**src/cmd_defines.svh**
```systemverilog
/*
  Constants for the bus command front end: buffer size, command and marker characters,
  learn image lengths and header bytes.
  Assumes inclusion by bare name from the front end design file; the package does not include it.
*/
`ifndef CMD_DEFINES_SVH
`define CMD_DEFINES_SVH

`define STR_MAX          7'd82
`define CH_LF            8'h0A
`define CH_BANG          8'h21
`define CH_AT            8'h40
`define CH_TICK          8'hC0
`define CH_TWO           8'h32
`define CH_THREE         8'h33
`define CH_L             8'h4C
`define CH_ONE           8'h31
`define SHORT_LEN        8'd16
`define FULL_LEN         8'd189
`define SHORT_HDR0       8'h40
// Kept apart from the mode codes, so that a returned short image is never taken for @2.
`define SHORT_HDR1       8'h82
`define FULL_HDR0        8'hC0
`define FULL_HDR1        8'h31
`define SLOT_LEARN       4'h1

`endif

```
**src/cmd_pkg.sv**
```systemverilog
/*
  Types shared by the command front end.
  Assumes cmd_defines.svh is on the include path.
*/
package cmd_pkg;
  typedef enum logic [1:0] {
    XF_NONE,
    XF_SHORT,
    XF_FULL
  } learn_kind_t;
  typedef logic [7:0] byte_t;
endpackage : cmd_pkg

```
**src/sync2.sv**
```systemverilog
/*
  Two-flop synchroniser for a bank of pin levels.
  Assumes the pins are asynchronous to core_clk.
*/
`timescale 1ns/100ps
`default_nettype none
module sync2 #(
  parameter int W = 1
) (
  input  wire logic         core_clk,
  input  wire logic         rst,
  input  wire logic [W-1:0] pin_in,
  output var  logic [W-1:0] pin_sync
);
  logic [W-1:0] meta_q;
  logic [W-1:0] meta_d;
  logic [W-1:0] sync_d;

  always_comb begin
    meta_d = pin_in;
    sync_d = meta_q;
  end

  always_ff @(posedge core_clk or posedge rst) begin
    if (rst) begin
      meta_q   <= '0;
      pin_sync <= '0;
    end else begin
      meta_q   <= meta_d;
      pin_sync <= sync_d;
    end
  end
endmodule : sync2
`default_nettype wire

```
**src/cmd_front.sv**
```systemverilog
/*
  Bus command front end: execution modes, string buffer, two-character command codes and
  the two learn image transfers with their panel side effects.
  Assumes a byte-level bus handshake outside: a listened byte is presented on rx_data with
  rx_valid and taken when rx_ready is high; talk bytes leave on tx_data/tx_valid/tx_eoi and
  are taken on tx_take. Bus lines ATN, EOI and the local special key are asynchronous pins.
  The executor of a buffered string answers exec_done when finished.
*/
`timescale 1ns/100ps
`default_nettype none
`include "cmd_defines.svh"
// Function
// - immediate mode executes each character alone
// - immediate mode after reset
// - deferred mode buffers 82, runs on marker
// - markers are LF, bang or END
// - 82nd character acts as marker
// - @3 selects immediate, @2 deferred
// - hold handshake busy while full buffer runs
// - short unterminated string stored, bus freed
// - short learn code offers 16-byte image
// - returned short image recognised by header
// - stray byte instead of image ends short learn
// - save slot 1 on entry, restore on exit
// - short learn disables correction, sweeps, keys, requests
// - EOI with sixteenth short image byte
// - frequency and modulation readouts show dashes
// - image framing offset persists until power cycle; here it clears once the image byte count completes
// - full learn code offers 189-byte image
// - returned full image recognised by header
// - EOI with 189th full image byte
// - full image upload also stores slot 1
// - special 89 raises operator response request
module cmd_front (
  input  wire logic          core_clk,
  input  wire logic          rst,
  input  wire cmd_pkg::byte_t rx_data,
  input  wire logic          rx_valid,
  output var  logic          rx_ready,
  input  wire logic          atn_pin,
  input  wire logic          eoi_pin,
  output var  logic          ndac_hold,
  output var  cmd_pkg::byte_t tx_data,
  output var  logic          tx_valid,
  output var  logic          tx_eoi,
  input  wire logic          tx_take,
  input  wire cmd_pkg::byte_t image_in,
  output var  logic [7:0]    image_idx,
  output var  cmd_pkg::byte_t image_out,
  output var  logic          image_we,
  output var  logic          image_short,
  output var  logic          exec_start,
  output var  logic [6:0]    exec_len,
  input  wire logic [6:0]    exec_rd_idx,
  output var  cmd_pkg::byte_t exec_rd_data,
  input  wire logic          exec_done,
  output var  logic          save_slot,
  output var  logic          recall_slot,
  output var  logic [3:0]    slot_num,
  output var  logic          learn_lock,
  output var  logic          dashes_on,
  input  wire logic          sf89_pin,
  input  wire logic          local_mode,
  input  wire logic [7:0]    service_request_mask,
  output var  logic          op_request,
  output var  logic          srq_out,
  output var  logic          deferred_mode
);
  import cmd_pkg::*;

  logic [2:0] pins_s;
  sync2 #(.W(3)) u_sync (
    .core_clk (core_clk),
    .rst      (rst),
    .pin_in   ({atn_pin, eoi_pin, sf89_pin}),
    .pin_sync (pins_s)
  );
  logic atn_s, eoi_s, sf89_s;
  assign atn_s  = pins_s[2];
  assign eoi_s  = pins_s[1];
  assign sf89_s = pins_s[0];

  byte_t       buf_mem [0:81];
  logic [6:0]  cnt_q, cnt_d;
  logic        busy_q, busy_d;
  logic        defer_q, defer_d;
  byte_t       first_q, first_d;
  logic        have_first_q, have_first_d;
  learn_kind_t up_q, up_d;
  learn_kind_t down_q, down_d;
  logic [7:0]  pos_q, pos_d;
  logic        lock_q, lock_d;
  logic        hdr_q, hdr_d;
  byte_t       hdr0_q, hdr0_d;
  logic        sf89_old_q, sf89_old_d;
  logic        opreq_q, opreq_d;
  logic        start_q, start_d;
  logic        save_q, save_d, recall_q, recall_d, we_q, we_d;
  byte_t       img_q, img_d;

  logic take, is_mark, learn_byte, end_of_string_marker;
  assign take = rx_valid && rx_ready;
  assign is_mark = (rx_data == `CH_LF) || (rx_data == `CH_BANG)
                   || (eoi_s && !atn_s);
  assign learn_byte = lock_q || hdr_q || down_q != XF_NONE;

  always_comb begin
    cnt_d = cnt_q; busy_d = busy_q; defer_d = defer_q;
    first_d = first_q; have_first_d = have_first_q;
    up_d = up_q; down_d = down_q; pos_d = pos_q; lock_d = lock_q;
    hdr_d = hdr_q; hdr0_d = hdr0_q; start_d = 1'b0;
    save_d = 1'b0; recall_d = 1'b0; we_d = 1'b0; img_d = img_q;
    sf89_old_d = sf89_s;
    opreq_d = opreq_q;
    end_of_string_marker = 1'b0;
    if (sf89_s && !sf89_old_q && local_mode) opreq_d = 1'b1;
    if (busy_q && exec_done) begin
      busy_d = 1'b0;
      cnt_d  = '0;
    end
    if (up_q != XF_NONE && tx_take) begin
      if (pos_q == ((up_q == XF_SHORT) ? `SHORT_LEN : `FULL_LEN) - 8'd1) begin
        up_d = XF_NONE;
        pos_d = '0;
      end else begin
        pos_d = pos_q + 8'd1;
      end
    end
    if (take && up_q == XF_NONE) begin
      if (down_q != XF_NONE) begin
        // Positional framing: a lost byte shifts the rest of this image, which then ends on the next byte received.
        we_d = 1'b1; img_d = rx_data;
        if (pos_q == ((down_q == XF_SHORT) ? `SHORT_LEN : `FULL_LEN) - 8'd1) begin
          down_d = XF_NONE; pos_d = '0;
        end else pos_d = pos_q + 8'd1;
      end else if (hdr_q) begin
        hdr_d = 1'b0; pos_d = 8'd2;
        if (hdr0_q == `SHORT_HDR0 && rx_data == `SHORT_HDR1) down_d = XF_SHORT;
        else if (hdr0_q == `FULL_HDR0 && rx_data == `FULL_HDR1) down_d = XF_FULL;
        else begin
          pos_d = '0;
          if (hdr0_q == `CH_AT && rx_data == `CH_THREE) defer_d = 1'b0;
          else if (hdr0_q == `CH_AT && rx_data == `CH_TWO) defer_d = 1'b1;
          else if (lock_q) begin lock_d = 1'b0; recall_d = 1'b1; end
        end
      end else if (rx_data == `CH_AT || rx_data == `CH_TICK) begin
        hdr_d = 1'b1; hdr0_d = rx_data;
        have_first_d = 1'b0;
      end else if (lock_q) begin
        lock_d = 1'b0; recall_d = 1'b1;
      end else if (have_first_q) begin
        have_first_d = 1'b0;
        if (first_q == `CH_AT && rx_data == `CH_THREE) defer_d = 1'b0;
        else if (first_q == `CH_AT && rx_data == `CH_TWO) defer_d = 1'b1;
        else if (first_q == `CH_L && rx_data == `CH_TWO) begin
          up_d = XF_SHORT; pos_d = '0; lock_d = 1'b1; save_d = 1'b1;
        end else if (first_q == `CH_L && rx_data == `CH_ONE) begin
          up_d = XF_FULL; pos_d = '0; save_d = 1'b1;
        end
      end else if (!(rx_data == `CH_LF || rx_data == `CH_BANG)) begin
        first_d = rx_data; have_first_d = 1'b1;
      end
      if (!learn_byte) begin
        if (defer_q) begin
          cnt_d = cnt_q + 7'd1;
          end_of_string_marker = is_mark || (cnt_q + 7'd1 == `STR_MAX);
        end else begin
          cnt_d = 7'd1;
          end_of_string_marker = 1'b1;
        end
        if (end_of_string_marker) begin
          busy_d = 1'b1; start_d = 1'b1;
        end
      end
    end
  end

  always_ff @(posedge core_clk) begin
    if (take && !learn_byte && up_q == XF_NONE)
      buf_mem[defer_q ? cnt_q : 7'd0] <= rx_data;
  end

  always_ff @(posedge core_clk or posedge rst) begin
    if (rst) begin
      cnt_q <= '0; busy_q <= 1'b0; defer_q <= 1'b0;
      first_q <= '0; have_first_q <= 1'b0;
      up_q <= XF_NONE; down_q <= XF_NONE; pos_q <= '0; lock_q <= 1'b0;
      hdr_q <= 1'b0; hdr0_q <= '0; sf89_old_q <= 1'b0; opreq_q <= 1'b0;
      start_q <= 1'b0; save_q <= 1'b0; recall_q <= 1'b0; we_q <= 1'b0; img_q <= '0;
      rx_ready <= 1'b0; ndac_hold <= 1'b0; tx_data <= '0; tx_valid <= 1'b0;
      tx_eoi <= 1'b0; image_idx <= '0; image_out <= '0; image_we <= 1'b0;
      image_short <= 1'b0; exec_start <= 1'b0; exec_len <= '0; exec_rd_data <= '0;
      save_slot <= 1'b0; recall_slot <= 1'b0; slot_num <= '0; learn_lock <= 1'b0;
      dashes_on <= 1'b0; op_request <= 1'b0; srq_out <= 1'b0; deferred_mode <= 1'b0;
    end else begin
      cnt_q <= cnt_d; busy_q <= busy_d; defer_q <= defer_d;
      first_q <= first_d; have_first_q <= have_first_d;
      up_q <= up_d; down_q <= down_d; pos_q <= pos_d; lock_q <= lock_d;
      hdr_q <= hdr_d; hdr0_q <= hdr0_d; sf89_old_q <= sf89_old_d; opreq_q <= opreq_d;
      start_q <= start_d; save_q <= save_d; recall_q <= recall_d; we_q <= we_d;
      img_q <= img_d;
      rx_ready <= !busy_d && up_d == XF_NONE;
      ndac_hold <= busy_d;
      tx_valid <= up_d != XF_NONE;
      tx_data <= image_in;
      tx_eoi <= (up_d == XF_SHORT && pos_d == `SHORT_LEN - 8'd1)
                || (up_d == XF_FULL && pos_d == `FULL_LEN - 8'd1);
      image_idx <= pos_d;
      image_out <= img_d;
      image_we <= we_d;
      image_short <= (down_d == XF_SHORT) || (up_d == XF_SHORT);
      exec_start <= start_d;
      exec_len <= cnt_d;
      exec_rd_data <= buf_mem[exec_rd_idx];
      save_slot <= save_d;
      recall_slot <= recall_d;
      slot_num <= `SLOT_LEARN;
      learn_lock <= lock_d;
      dashes_on <= lock_d;
      op_request <= opreq_d;
      // Requests are held off while the short image session owns the panel.
      srq_out <= opreq_d && service_request_mask[7] && !lock_d;
      deferred_mode <= defer_d;
    end
  end
endmodule : cmd_front
`default_nettype wire

```
**config.mk**
```make
export PLATFORM = sky130hd
export DESIGN_NAME = cmd_front
export DESIGN_NICKNAME = d
export VERILOG_FILES = /design/src/cmd_pkg.sv /design/src/sync2.sv /design/src/cmd_front.sv
export VERILOG_INCLUDE_DIRS = /design/src
export SDC_FILE = /design/constraint.sdc
export NUM_CORES = 1
export LEC_CHECK = 0
export BUFFER_PORTS_ARGS = -buffer_cell sky130_fd_sc_hd__buf_2
export CAP_MARGIN = 20
export CORE_UTILIZATION = 45
export DETAILED_ROUTE_END_ITERATION = 12
export RECOVER_POWER = 25
export SLEW_MARGIN = 20
export SYNTH_ARGS = -nofsm -noshare
export SYNTH_HDL_FRONTEND = slang
export SYNTH_SLANG_ARGS = --single-unit
```
**constraint.sdc**
```tcl
create_clock -name core_clk -period 2.6 [get_ports core_clk]
set_input_delay 0.52 -clock core_clk [delete_from_list [all_inputs] [get_ports core_clk]]
set_output_delay 0.52 -clock core_clk [all_outputs]
set_load 0.05 [all_outputs]
```
; Yosys cells after proc, flatten, opt, wreduce, memory -nomap -nowiden
; Memory sizes are Yosys's and may differ from the RTL's. A register that Yosys moved wholly into a read port is not among the register bits.
; Index checks and enable logic that the tools add are counted.
[word_totals]
ff_bits = 74
ram_bits = 656
inputBits = 40
out_inout_bits = 57
wordCells = 217
memories = 1
[mem_list]
columns = memory, words, width, read_ports, rd_clocked_by_memory_dff, write_ports, line_no
row1 = buf_mem, 82, 8, 1, 1, 1, cmd_front.sv:83  ; byte_t buf_mem [0:81];
[op_classes]
n_addsub = 4
n_eq_ne = 28
mux = 103
bitwise_logic = 6
n_reduce_logical = 48
[ops]
columns = operator, n
row1 = 8-bit 2-to-1 mux, 15
row2 = 1-bit 2-to-1 mux, 63
row3 = 2-bit 2-to-1 mux, 20
row4 = 7-bit 2-to-1 mux, 5
row5 = "8-bit by 6-bit == test with 1-bit output, second input constant", 4
row6 = "8-bit by 7-bit == test with 1-bit output, second input constant", 4
row7 = "8-bit == test, second input constant", 4
row8 = 1-bit logical AND, 22
row9 = "8-bit by 4-bit == test with 1-bit output, second input constant", 2
row10 = 8-bit == test, 2
row11 = "8-bit by 1-bit subtractor with 8-bit output, second input constant", 2
row12 = 9-bit AND reduction, 1
row13 = "8-bit by 1-bit adder with 8-bit output, second input constant", 1
row14 = "2-bit by 1-bit == test with 1-bit output, second input constant", 4
row15 = 1-bit logical OR, 8
row16 = 4-bit AND reduction, 2
row17 = 2-bit nonzero test, 4
row18 = "7-bit by 1-bit adder with 7-bit output, second input constant", 1
row19 = "7-bit == test, second input constant", 1
row20 = 7-bit AND reduction, 1
row21 = "2-bit inequality test, second input constant", 3
row22 = 1-bit inverter, 6
row23 = 1-bit logical NOT, 5
row24 = 2-bit logical NOT, 2
row25 = 5 further kinds, 7

; Logic depth before layout (Yosys ltp)
; Gate-level depths: netlist of run 1.
[depth]
depth_word = 19
depth_mapped = 10
ltp_nobuf = 8

; Cells and area by module
; A second synthesis of run 1 with hierarchy kept.
[unflattened]
hier_cells = 1400
area_unflattened_um2 = 28881.4
[by_module_without_submodules]
columns = mod, n_inst, cells_per_inst, area_per_inst_um2, seq_area_each_um2
row1 = cmd_front, 1, 1393, 28727.6, 21600.7
row2 = sync2, 1, 7, 153.9, 150.1

; Least setup slack after synthesis of run 1
; No wires, ideal clock.
[synth_path]
path_kind = input port to flip-flop
from = input port exec_rd_idx[0]
to = register exec_rd_data[0], read port of buf_mem
setup_time_ns = 0.134
arrival_time_ns = 2.788
t_required_ns = 2.466
slack_ns = -0.322
path_stages = 7
n_path_buf = 2
cell_sequence = clkbuf_1 -> clkbuf_1 -> mux4_2 -> mux4_2 -> mux4_2 -> inv_1 -> o21ai_0
[synth_rtl]
columns = element, line_no
row1 = from (decl), cmd_front.sv:54  ; input wire logic [6:0] exec_rd_idx,
row2 = to (decl), cmd_front.sv:55  ; output var cmd_pkg::byte_t exec_rd_data,

; Final worst setup path of run 1
[layout_path]
from = register up_q[0]
to = register tx_eoi
[layout_via]
elab_chain_len = 19
word_cells_on_any_way = 39
classes_between = add/sub: 1 / eq/ne: 6 / mux: 25 / reduce/logical: 7
[layout_lines]
columns = element, line_no
row1 = from (decl), cmd_front.sv:89  ; learn_kind_t up_q, up_d;
row2 = from (signal assigned), cmd_front.sv:198  ; up_q <= up_d; down_q <= down_d; pos_q <= pos_d; lock_q <= lock_d;
row3 = 2-bit by 1-bit == test with 1-bit output, cmd_front.sv:122  ; if (pos_q == ((up_q == XF_SHORT) ? `SHORT_LEN : `FULL_LEN) - 8'd1) begin
row4 = 8-bit 2-to-1 mux (no source line), n/a
row5 = 8-bit by 1-bit subtractor with 8-bit output, cmd_front.sv:122
row6 = 8-bit == test, cmd_front.sv:122
row7 = 2-bit 2-to-1 mux, cmd_front.sv:122
row8 = 2-bit 2-to-1 mux, cmd_front.sv:121  ; if (up_q != XF_NONE && tx_take) begin
row9 = 2-bit 2-to-1 mux, cmd_front.sv:157  ; end else if (first_q == `CH_L && rx_data == `CH_ONE) begin
row10 = 2-bit 2-to-1 mux, cmd_front.sv:155  ; else if (first_q == `CH_L && rx_data == `CH_TWO) begin
row11 = [... 4 more ...], n/a
row12 = 2-bit 2-to-1 mux, cmd_front.sv:146  ; end else if (rx_data == `CH_AT || rx_data == `CH_TICK) begin
row13 = 2-bit 2-to-1 mux, cmd_front.sv:136  ; end else if (hdr_q) begin
row14 = 2-bit 2-to-1 mux, cmd_front.sv:130  ; if (down_q != XF_NONE) begin
row15 = 2-bit 2-to-1 mux (*), cmd_front.sv:129  ; if (take && up_q == XF_NONE) begin
row16 = named net up_d[0], cmd_front.sv:89
row17 = 2-bit by 1-bit == test with 1-bit output / 2-bit == test (equally long branches), "cmd_front.sv:206, cmd_front.sv:207"
row18 = "1-bit logical AND, on equally long branches", "cmd_front.sv:206, cmd_front.sv:207"
row19 = 1-bit logical OR (*), cmd_front.sv:206  ; tx_eoi <= (up_d == XF_SHORT && pos_d == `SHORT_LEN - 8'd1)
row20 = to (signal assigned), cmd_front.sv:206
row21 = to (decl), cmd_front.sv:45  ; output var logic tx_eoi,
; Mark *: on every way through the listed nets, which the timed path passes. The rest lies on a longest branch.
; A chain may end at the register's enable or synchronous reset.

==> impl_metrics.tcl, run 1 <==
set metrics [dict create \
    clock_sinks 738 \
    clock_path_buffers 3 \
    die_h_um 254.9 \
    grt_max_degree 85 \
    wire_per_inst_um 26.06 \
    timing.critical_path.from_type "flop" \
    ys_async_sr_fraction_pct 11.11 \
    cts_tree "done" \
    switchingPower_mw 5.808 \
    timing.critical_path.to_type "flop" \
    ant_nets 0 \
    start_util_pct 45.63 \
    drt_iter0_markers 1323 \
    yosysSeqAreaShare_pct 75.57 \
    ioPinCount 97 \
    areaGrowthSynthToFinish_pct 19.53 \
    leakage_nw 11.78 \
    multi_input_area_um2 6734 \
    core_area_um2 63080 \
    avgViaCountPerCell 5.568 \
    grt_use_total_pct 21.37 \
    final_cells 2591 \
    drtPass1Iterations 7 \
    design_area_um2 34400 \
    intPower_mw 20.39 \
    finalSetupViolations 0 \
    hold_viol 0 \
    cp.required_ns 3.13 \
    drc 0 \
    worstSetupPathType "reg -> reg" \
    finalCritPeriodShare_pct 97.20 \
    io_buffers 86 \
    cts_made_buffers 77 \
    netlist_instances 1377 \
    report.final.slew_viol_count 167 \
    fin_nets 1725 \
    hold_class "in -> reg" \
    worstMarginPinSlew_ns 1.840 \
    cts.clk_slew.worst_paths_ns 0.06 \
    finalClockSkew_ns 0.02548 \
    synth_edf_count 656 \
    hpwl_mm 42.94 \
    synth_cell_types 56 \
    syn_area_um2 28780 \
    synthFlopType "edfxtp_1" \
    irDropWorstVdd_mv 0.4935 \
    cellPowerDensity_nw_per_um2 761.5 \
    synth_seq_cells 738 \
    num_vias 14430 \
    globalplace.congestion 0.8001 \
    p_sw_share_pct 22.17 \
    regArea_um2 21750 \
    clk_latency_ns 0.61 \
    fillers 4876 \
    wirelength_mm 67.52 \
    grt_pass1_wl_mm 98.91 \
    dp.cells 2435 \
    grt.overflow.total 0 \
    maxCapViolCount 2 \
    fmax_mhz 395.7 \
    synth_warnings 0 \
    dieArea_um2 64980 \
    cts_root_buf "clkbuf_16" \
    die_x_um 254.9 \
    clockPowerShare_pct 41.9 \
    placed_area_um2 31720 \
    num_rows 92 \
    drive_gt1_share_pct 36.01 \
    path_max_fanout 3 \
    power_frac_seq_pct 50.7 \
    violations "capacitance limit, slew limit" \
    antenna_found_initial 2 \
    finalCriticalPeriod_ns 2.527 \
    syn_avg_cell_area_um2 20.90 \
    cts-htree-levels 3 \
    grt_pass1_vias 14790 \
    maxSlewHeadroom_pct -22.66 \
    cp.arrival_ns 3.06 \
    outcome "finished with violations" \
    combPwrFrac_pct 7.4 \
]
-- through the flow --
stage                     worst slack (ns)  TNS (ns)  hold slack [ns]  power, mW  util [%]
after detailed placement           -0.3499    -4.336           0.3389      15.45     50.29
after global routing              -0.03788  -0.03788           0.1243      26.99     54.54
after global placement             -0.3461    -4.409           0.3347      15.42     50.29
final                              0.07280         0           0.1281      26.20     54.54
after CTS                          0.01097         0          0.09515      26.45     54.52
after floorplan                   -0.06171    -4.873           0.3312      14.57         -
-- final timing paths --
kind,depth (start not counted),start,slack [ns],end
setup / recovery,8,up_q[0]$_DFF_PP0_,0.07,tx_eoi$_DFF_PP0_
hold reg to reg,0,u_sync.meta_q[0]$_DFF_PP0_,0.35,u_sync.pin_sync[0]$_DFF_PP0_
hold / removal,3,service_request_mask[7],0.13,srq_out$_DFF_PP0_
setup reg to reg,8,up_q[0]$_DFF_PP0_,0.07,tx_eoi$_DFF_PP0_
max in group asynchronous,4,rst,0.45,first_q[6]$_DFFE_PP0P_
min in group asynchronous,3,rst,0.63,opreq_q$_DFF_PP0_
-- state kept, by name, summed over array words and instances, names as in the netlist, 2 cells and up --
register and flops:
buf_mem 656, cnt_q 7, down_q 2, exec_rd_data 8
first_q 8, hdr0_q 8, img_q 8, pos_q 8
tx_data 8, u_sync.meta_q 3, u_sync.pin_sync 3, up_q 2
-- cell usage after synthesis, types with 7 or more instances --
cell | instances | area share [%]
nor2_1 | 108 | 1.4
mux2i_1 | 10 | 0.35
buf_2 | 15 | 0.26
clkbuf_1 | 44 | 0.57
a21oi_1 | 8 | 0.14
o21ai_0 | 34 | 0.59
buf_1 | 7 | 0.091
mux2_2 | 17 | 0.67
nor3_1 | 12 | 0.21
nor2b_1 | 11 | 0.24
inv_1 | 19 | 0.25
mux4_2 | 208 | 16
o211ai_1 | 10 | 0.26
nand3_1 | 16 | 0.28
nand2_1 | 32 | 0.42
edfxtp_1 | 656 | 68
dfrtp_1 | 82 | 7.1
nand4_1 | 8 | 0.17
-- worst max-delay path, stage by stage, from the launching register on --
cell	delay, ns
dfrtp_1	0.39
nand4bb_4	0.24
nor3b_4	0.27
nand2_2	0.08
or4b_4	0.59
o31ai_4	0.25
nand4_1	0.17
nor4_2	0.22
o2111a_1	0.24
-- layer usage --
metal	up-vias	share of wire [%]	global-route usage, %
li1	6280	-	-
met1	7615	43	30.13
met2	437	48	33.01
met3	94	6.4	4.882
met4	0	2.7	7.220
met5	-	0	0
-- cells in the final DEF (no fill, tap or decap), types with 4 or more instances in the layout --
cell,instances
and3_1,6
a21oi_1,7
buf_12,19
nor2b_1,11
mux2_2,17
nor3_1,11
dlygate4sd3_1,12
clkinv_2,11
conb_1,4
o21ai_0,33
nand2b_1,6
clkinv_1,14
edfxtp_1,656
nand4_1,8
dfrtp_1,82
clkbuf_1,26
nand3_1,15
nand2_1,32
bufinv_16,8
clkbuf_2,4
nor2_1,107
o211ai_1,10
nor3b_1,5
clkinvlp_4,6
a21o_1,5
buf_2,77
buf_4,169
mux4_2,208
mux2i_1,10
inv_1,18
clkbuf_16,80
-- cell families after synthesis --
| kind of cell | share of synthesized area [%] |
|---|---|
| adders and majority gates | 0.1304 |
| DFF | 75.57 |
| buffers and inverters | 1.278 |
| AOI/OAI and AO/OA | 1.708 |
| other | 0.02609 |
| and+or+nand+nor | 4.004 |
| muxes | 17.29 |
-- power by group through the flow --
stage / Combinational (mW) / Clock (mW) / Sequential (mW)
after floorplan: 0.962 / 0 / 13.6
after global placement: 1.92 / 0 / 13.5
after detailed placement: 1.95 / 0 / 13.5
after CTS: 1.97 / 11.2 / 13.3
after global routing: 2.06 / 11.6 / 13.3
final: 1.94 / 11.0 / 13.3
-- what timing repair did --
action	in CTS	in global routing
pin swaps	1	4
resized for setup	3	8
setup endpoints to repair	1	85
endpoints found under the hold margin	32	0
setup buffers	0	2
hold buffers	12	0
-- layout make-up --
class	count	share of cell area [%]
clock inverters	43	1.298
flip-flops and latches	738	63.22
clock buffers	98	6.073
multi-input cells	552	19.57
inverters	19	0.2109
diodes	1	0.007274
repair buffers	294	6.539
well taps	846	3.077
Note: power is estimated with default switching activity, not from simulation.
==> inputs of run 2 (changes only) <==
--- a/config.mk
+++ b/config.mk
@@ -8,7 +8,9 @@
 export LEC_CHECK = 0
 export BUFFER_PORTS_ARGS = -buffer_cell sky130_fd_sc_hd__buf_2
 export CAP_MARGIN = 20
+export CORE_MARGIN = 2
 export CORE_UTILIZATION = 45
+export CTS_CLUSTER_SIZE = 14
 export DETAILED_ROUTE_END_ITERATION = 12
 export RECOVER_POWER = 25
 export SLEW_MARGIN = 20
==> impl_metrics.tcl, run 2 (synthesis results as in run 1) <==
set metrics [dict create \
    hold_class "in -> reg" \
    die_h_um 256.9 \
    maxCapViolCount 4 \
    drtPass1Iterations 5 \
    layout_common_cells "edfxtp_1, mux4_2, buf_4" \
    placed_area_um2 31810 \
    grt_pass1_wl_mm 100.6 \
    num_vias 14540 \
    finalCritPeriodShare_pct 96.98 \
    report.final.slew_viol_count 327 \
    clock_sinks 738 \
    clock_path_buffers 3 \
    largest_register "buf_mem" \
    cts_made_buffers 78 \
    cp_slowest_cell "o41a_1" \
    avgViaCountPerCell 5.611 \
    cts_root_buf "clkbuf_16" \
    fmax_mhz 396.6 \
    cp_common_cell "buf_4" \
    num_rows 92 \
    cts-htree-levels 3 \
    grt_pass1_vias 15080 \
    die_x_um 256.9 \
    cp.arrival_ns 3.02 \
    design_area_um2 34490 \
    final_core_util_pct 54.58 \
    grt.overflow.total 0 \
    cts_tree "done" \
    slowest_delay_ns 0.44 \
    hpwl_mm 42.52 \
    finalClockSkew_ns 0.02418 \
    worstMarginPinSlew_ns 1.924 \
    core_area_um2 63200 \
    wirelength_mm 67.84 \
    wire_per_inst_um 26.18 \
    cellPowerDensity_nw_per_um2 758.8 \
    areaGrowthSynthToFinish_pct 19.83 \
    critical_path.cell_chain "nand4bb_4, nand3b_1, o41a_1, o21ai_1, buf_4, o21ai_0, a21o_1, buf_4, and4_4, o2111a_1" \
    ant_nets 0 \
    fin_nets 1725 \
    cp.required_ns 3.10 \
    dieArea_um2 66000 \
    timing.critical_path.to_type "flop" \
    drt_iter0_markers 1304 \
    irDropWorstVdd_mv 0.4232 \
    clk_latency_ns 0.61 \
    timing.critical_path.from_type "flop" \
    io_buffers 86 \
    leakage_nw 11.81 \
    worstSetupPathType "reg -> reg" \
    largest_reg_flops 656 \
    mostFrequentLayoutCell "edfxtp_1" \
    fillers 4791 \
    maxSlewHeadroom_pct -28.29 \
    antenna_found_initial 4 \
    start_util_pct 45.55 \
    drc 0 \
    grt_max_degree 85 \
    cts.clk_slew.worst_paths_ns 0.06 \
    rsz0062_at_grt "yes" \
    hold_viol 0 \
    violations "capacitance limit, slew limit" \
    finalCriticalPeriod_ns 2.521 \
    grt_use_total_pct 20.93 \
    outcome "finished with violations" \
    path_max_fanout 5 \
    drive_gt1_share_pct 35.89 \
    ioPinCount 97 \
    finalSetupViolations 0 \
    globalplace.congestion 0.8022 \
]
run 2: where the power goes:
group          internal (mW)  switching, mW  total (mW)  leakage, nW
registers               13.1          0.149        13.3         6.95
clock network           6.40           4.51        10.9         1.22
logic                  0.779           1.19        1.97         3.64
total                   20.3           5.85        26.2         11.8
run 2: area by class of cell:
| type | count | area, µm² | area share (%) |
|---|---|---|---|
| diodes | 1 | 2.502 | 0.007255 |
| clock buffers | 102 | 2136 | 6.192 |
| clock inverters | 40 | 364.1 | 1.056 |
| inverters | 19 | 72.57 | 0.2104 |
| multi-input cells | 552 | 6782 | 19.66 |
| flip-flops and latches | 738 | 21750 | 63.06 |
| well taps | 846 | 1059 | 3.069 |
| repair buffers | 293 | 2327 | 6.747 |
run 2: worst max-delay path, delay by kind of cell (launching register included):
family | cells | cell delay, ns
compound gates | 5 | 1.12
buf+inv | 2 | 0.29
flops | 1 | 0.38
simple gates | 3 | 0.62
run 2: repair_timing:
action	in CTS	in global routing
pin swaps	0	11
resized for setup	2	15
buffers inserted	0	3
endpoints found under the hold margin	37	0
hold buffers	12	0
endpoints found under the setup margin	1	55
gates cloned	0	0
run 2: metal layers:
| metal | global-route usage [%] | part of all wire [%] |
|---|---|---|
| met2 | 34.93 | 51 |
| met5 | 0 | 0.019 |
| met1 | 29.23 | 42 |
| met3 | 3.024 | 4.7 |
| met4 | 5.443 | 2.0 |
run 2: final timing paths:
check | from | end | slack (ns) | cells after the start
max in group asynchronous | rst | exec_rd_data[7]$_DFF_PP0_ | 0.45 | 4
worst min register to register | u_sync.meta_q[2]$_DFF_PP0_ | u_sync.pin_sync[2]$_DFF_PP0_ | 0.34 | 0
min in group asynchronous | rst | opreq_q$_DFF_PP0_ | 0.68 | 3
worst max register to register | first_q[5]$_DFFE_PP0P_ | tx_eoi$_DFF_PP0_ | 0.08 | 10
worst max-delay path | first_q[5]$_DFFE_PP0P_ | tx_eoi$_DFF_PP0_ | 0.08 | 10
worst min-delay path | service_request_mask[7] | srq_out$_DFF_PP0_ | 0.15 | 3
run 2: metrics by stage:
| stage | hold WS (ns) | setup TNS, ns | setup slack, ns | power [mW] | cells |
|---|---|---|---|---|---|
| after floorplan | 0.3312 | -4.873 | -0.06171 | 14.57 | 1379 |
| after global placement | 0.3333 | -2.988 | -0.3644 | 15.46 | 2433 |
| after detailed placement | 0.3347 | -2.848 | -0.3526 | 15.49 | 2433 |
| after CTS | 0.1066 | 0 | 0.04699 | 26.36 | 2587 |
| after global routing | 0.1225 | -0.2284 | -0.05560 | 26.94 | 2590 |
| final | 0.1467 | 0 | 0.07851 | 26.17 | 2591 |
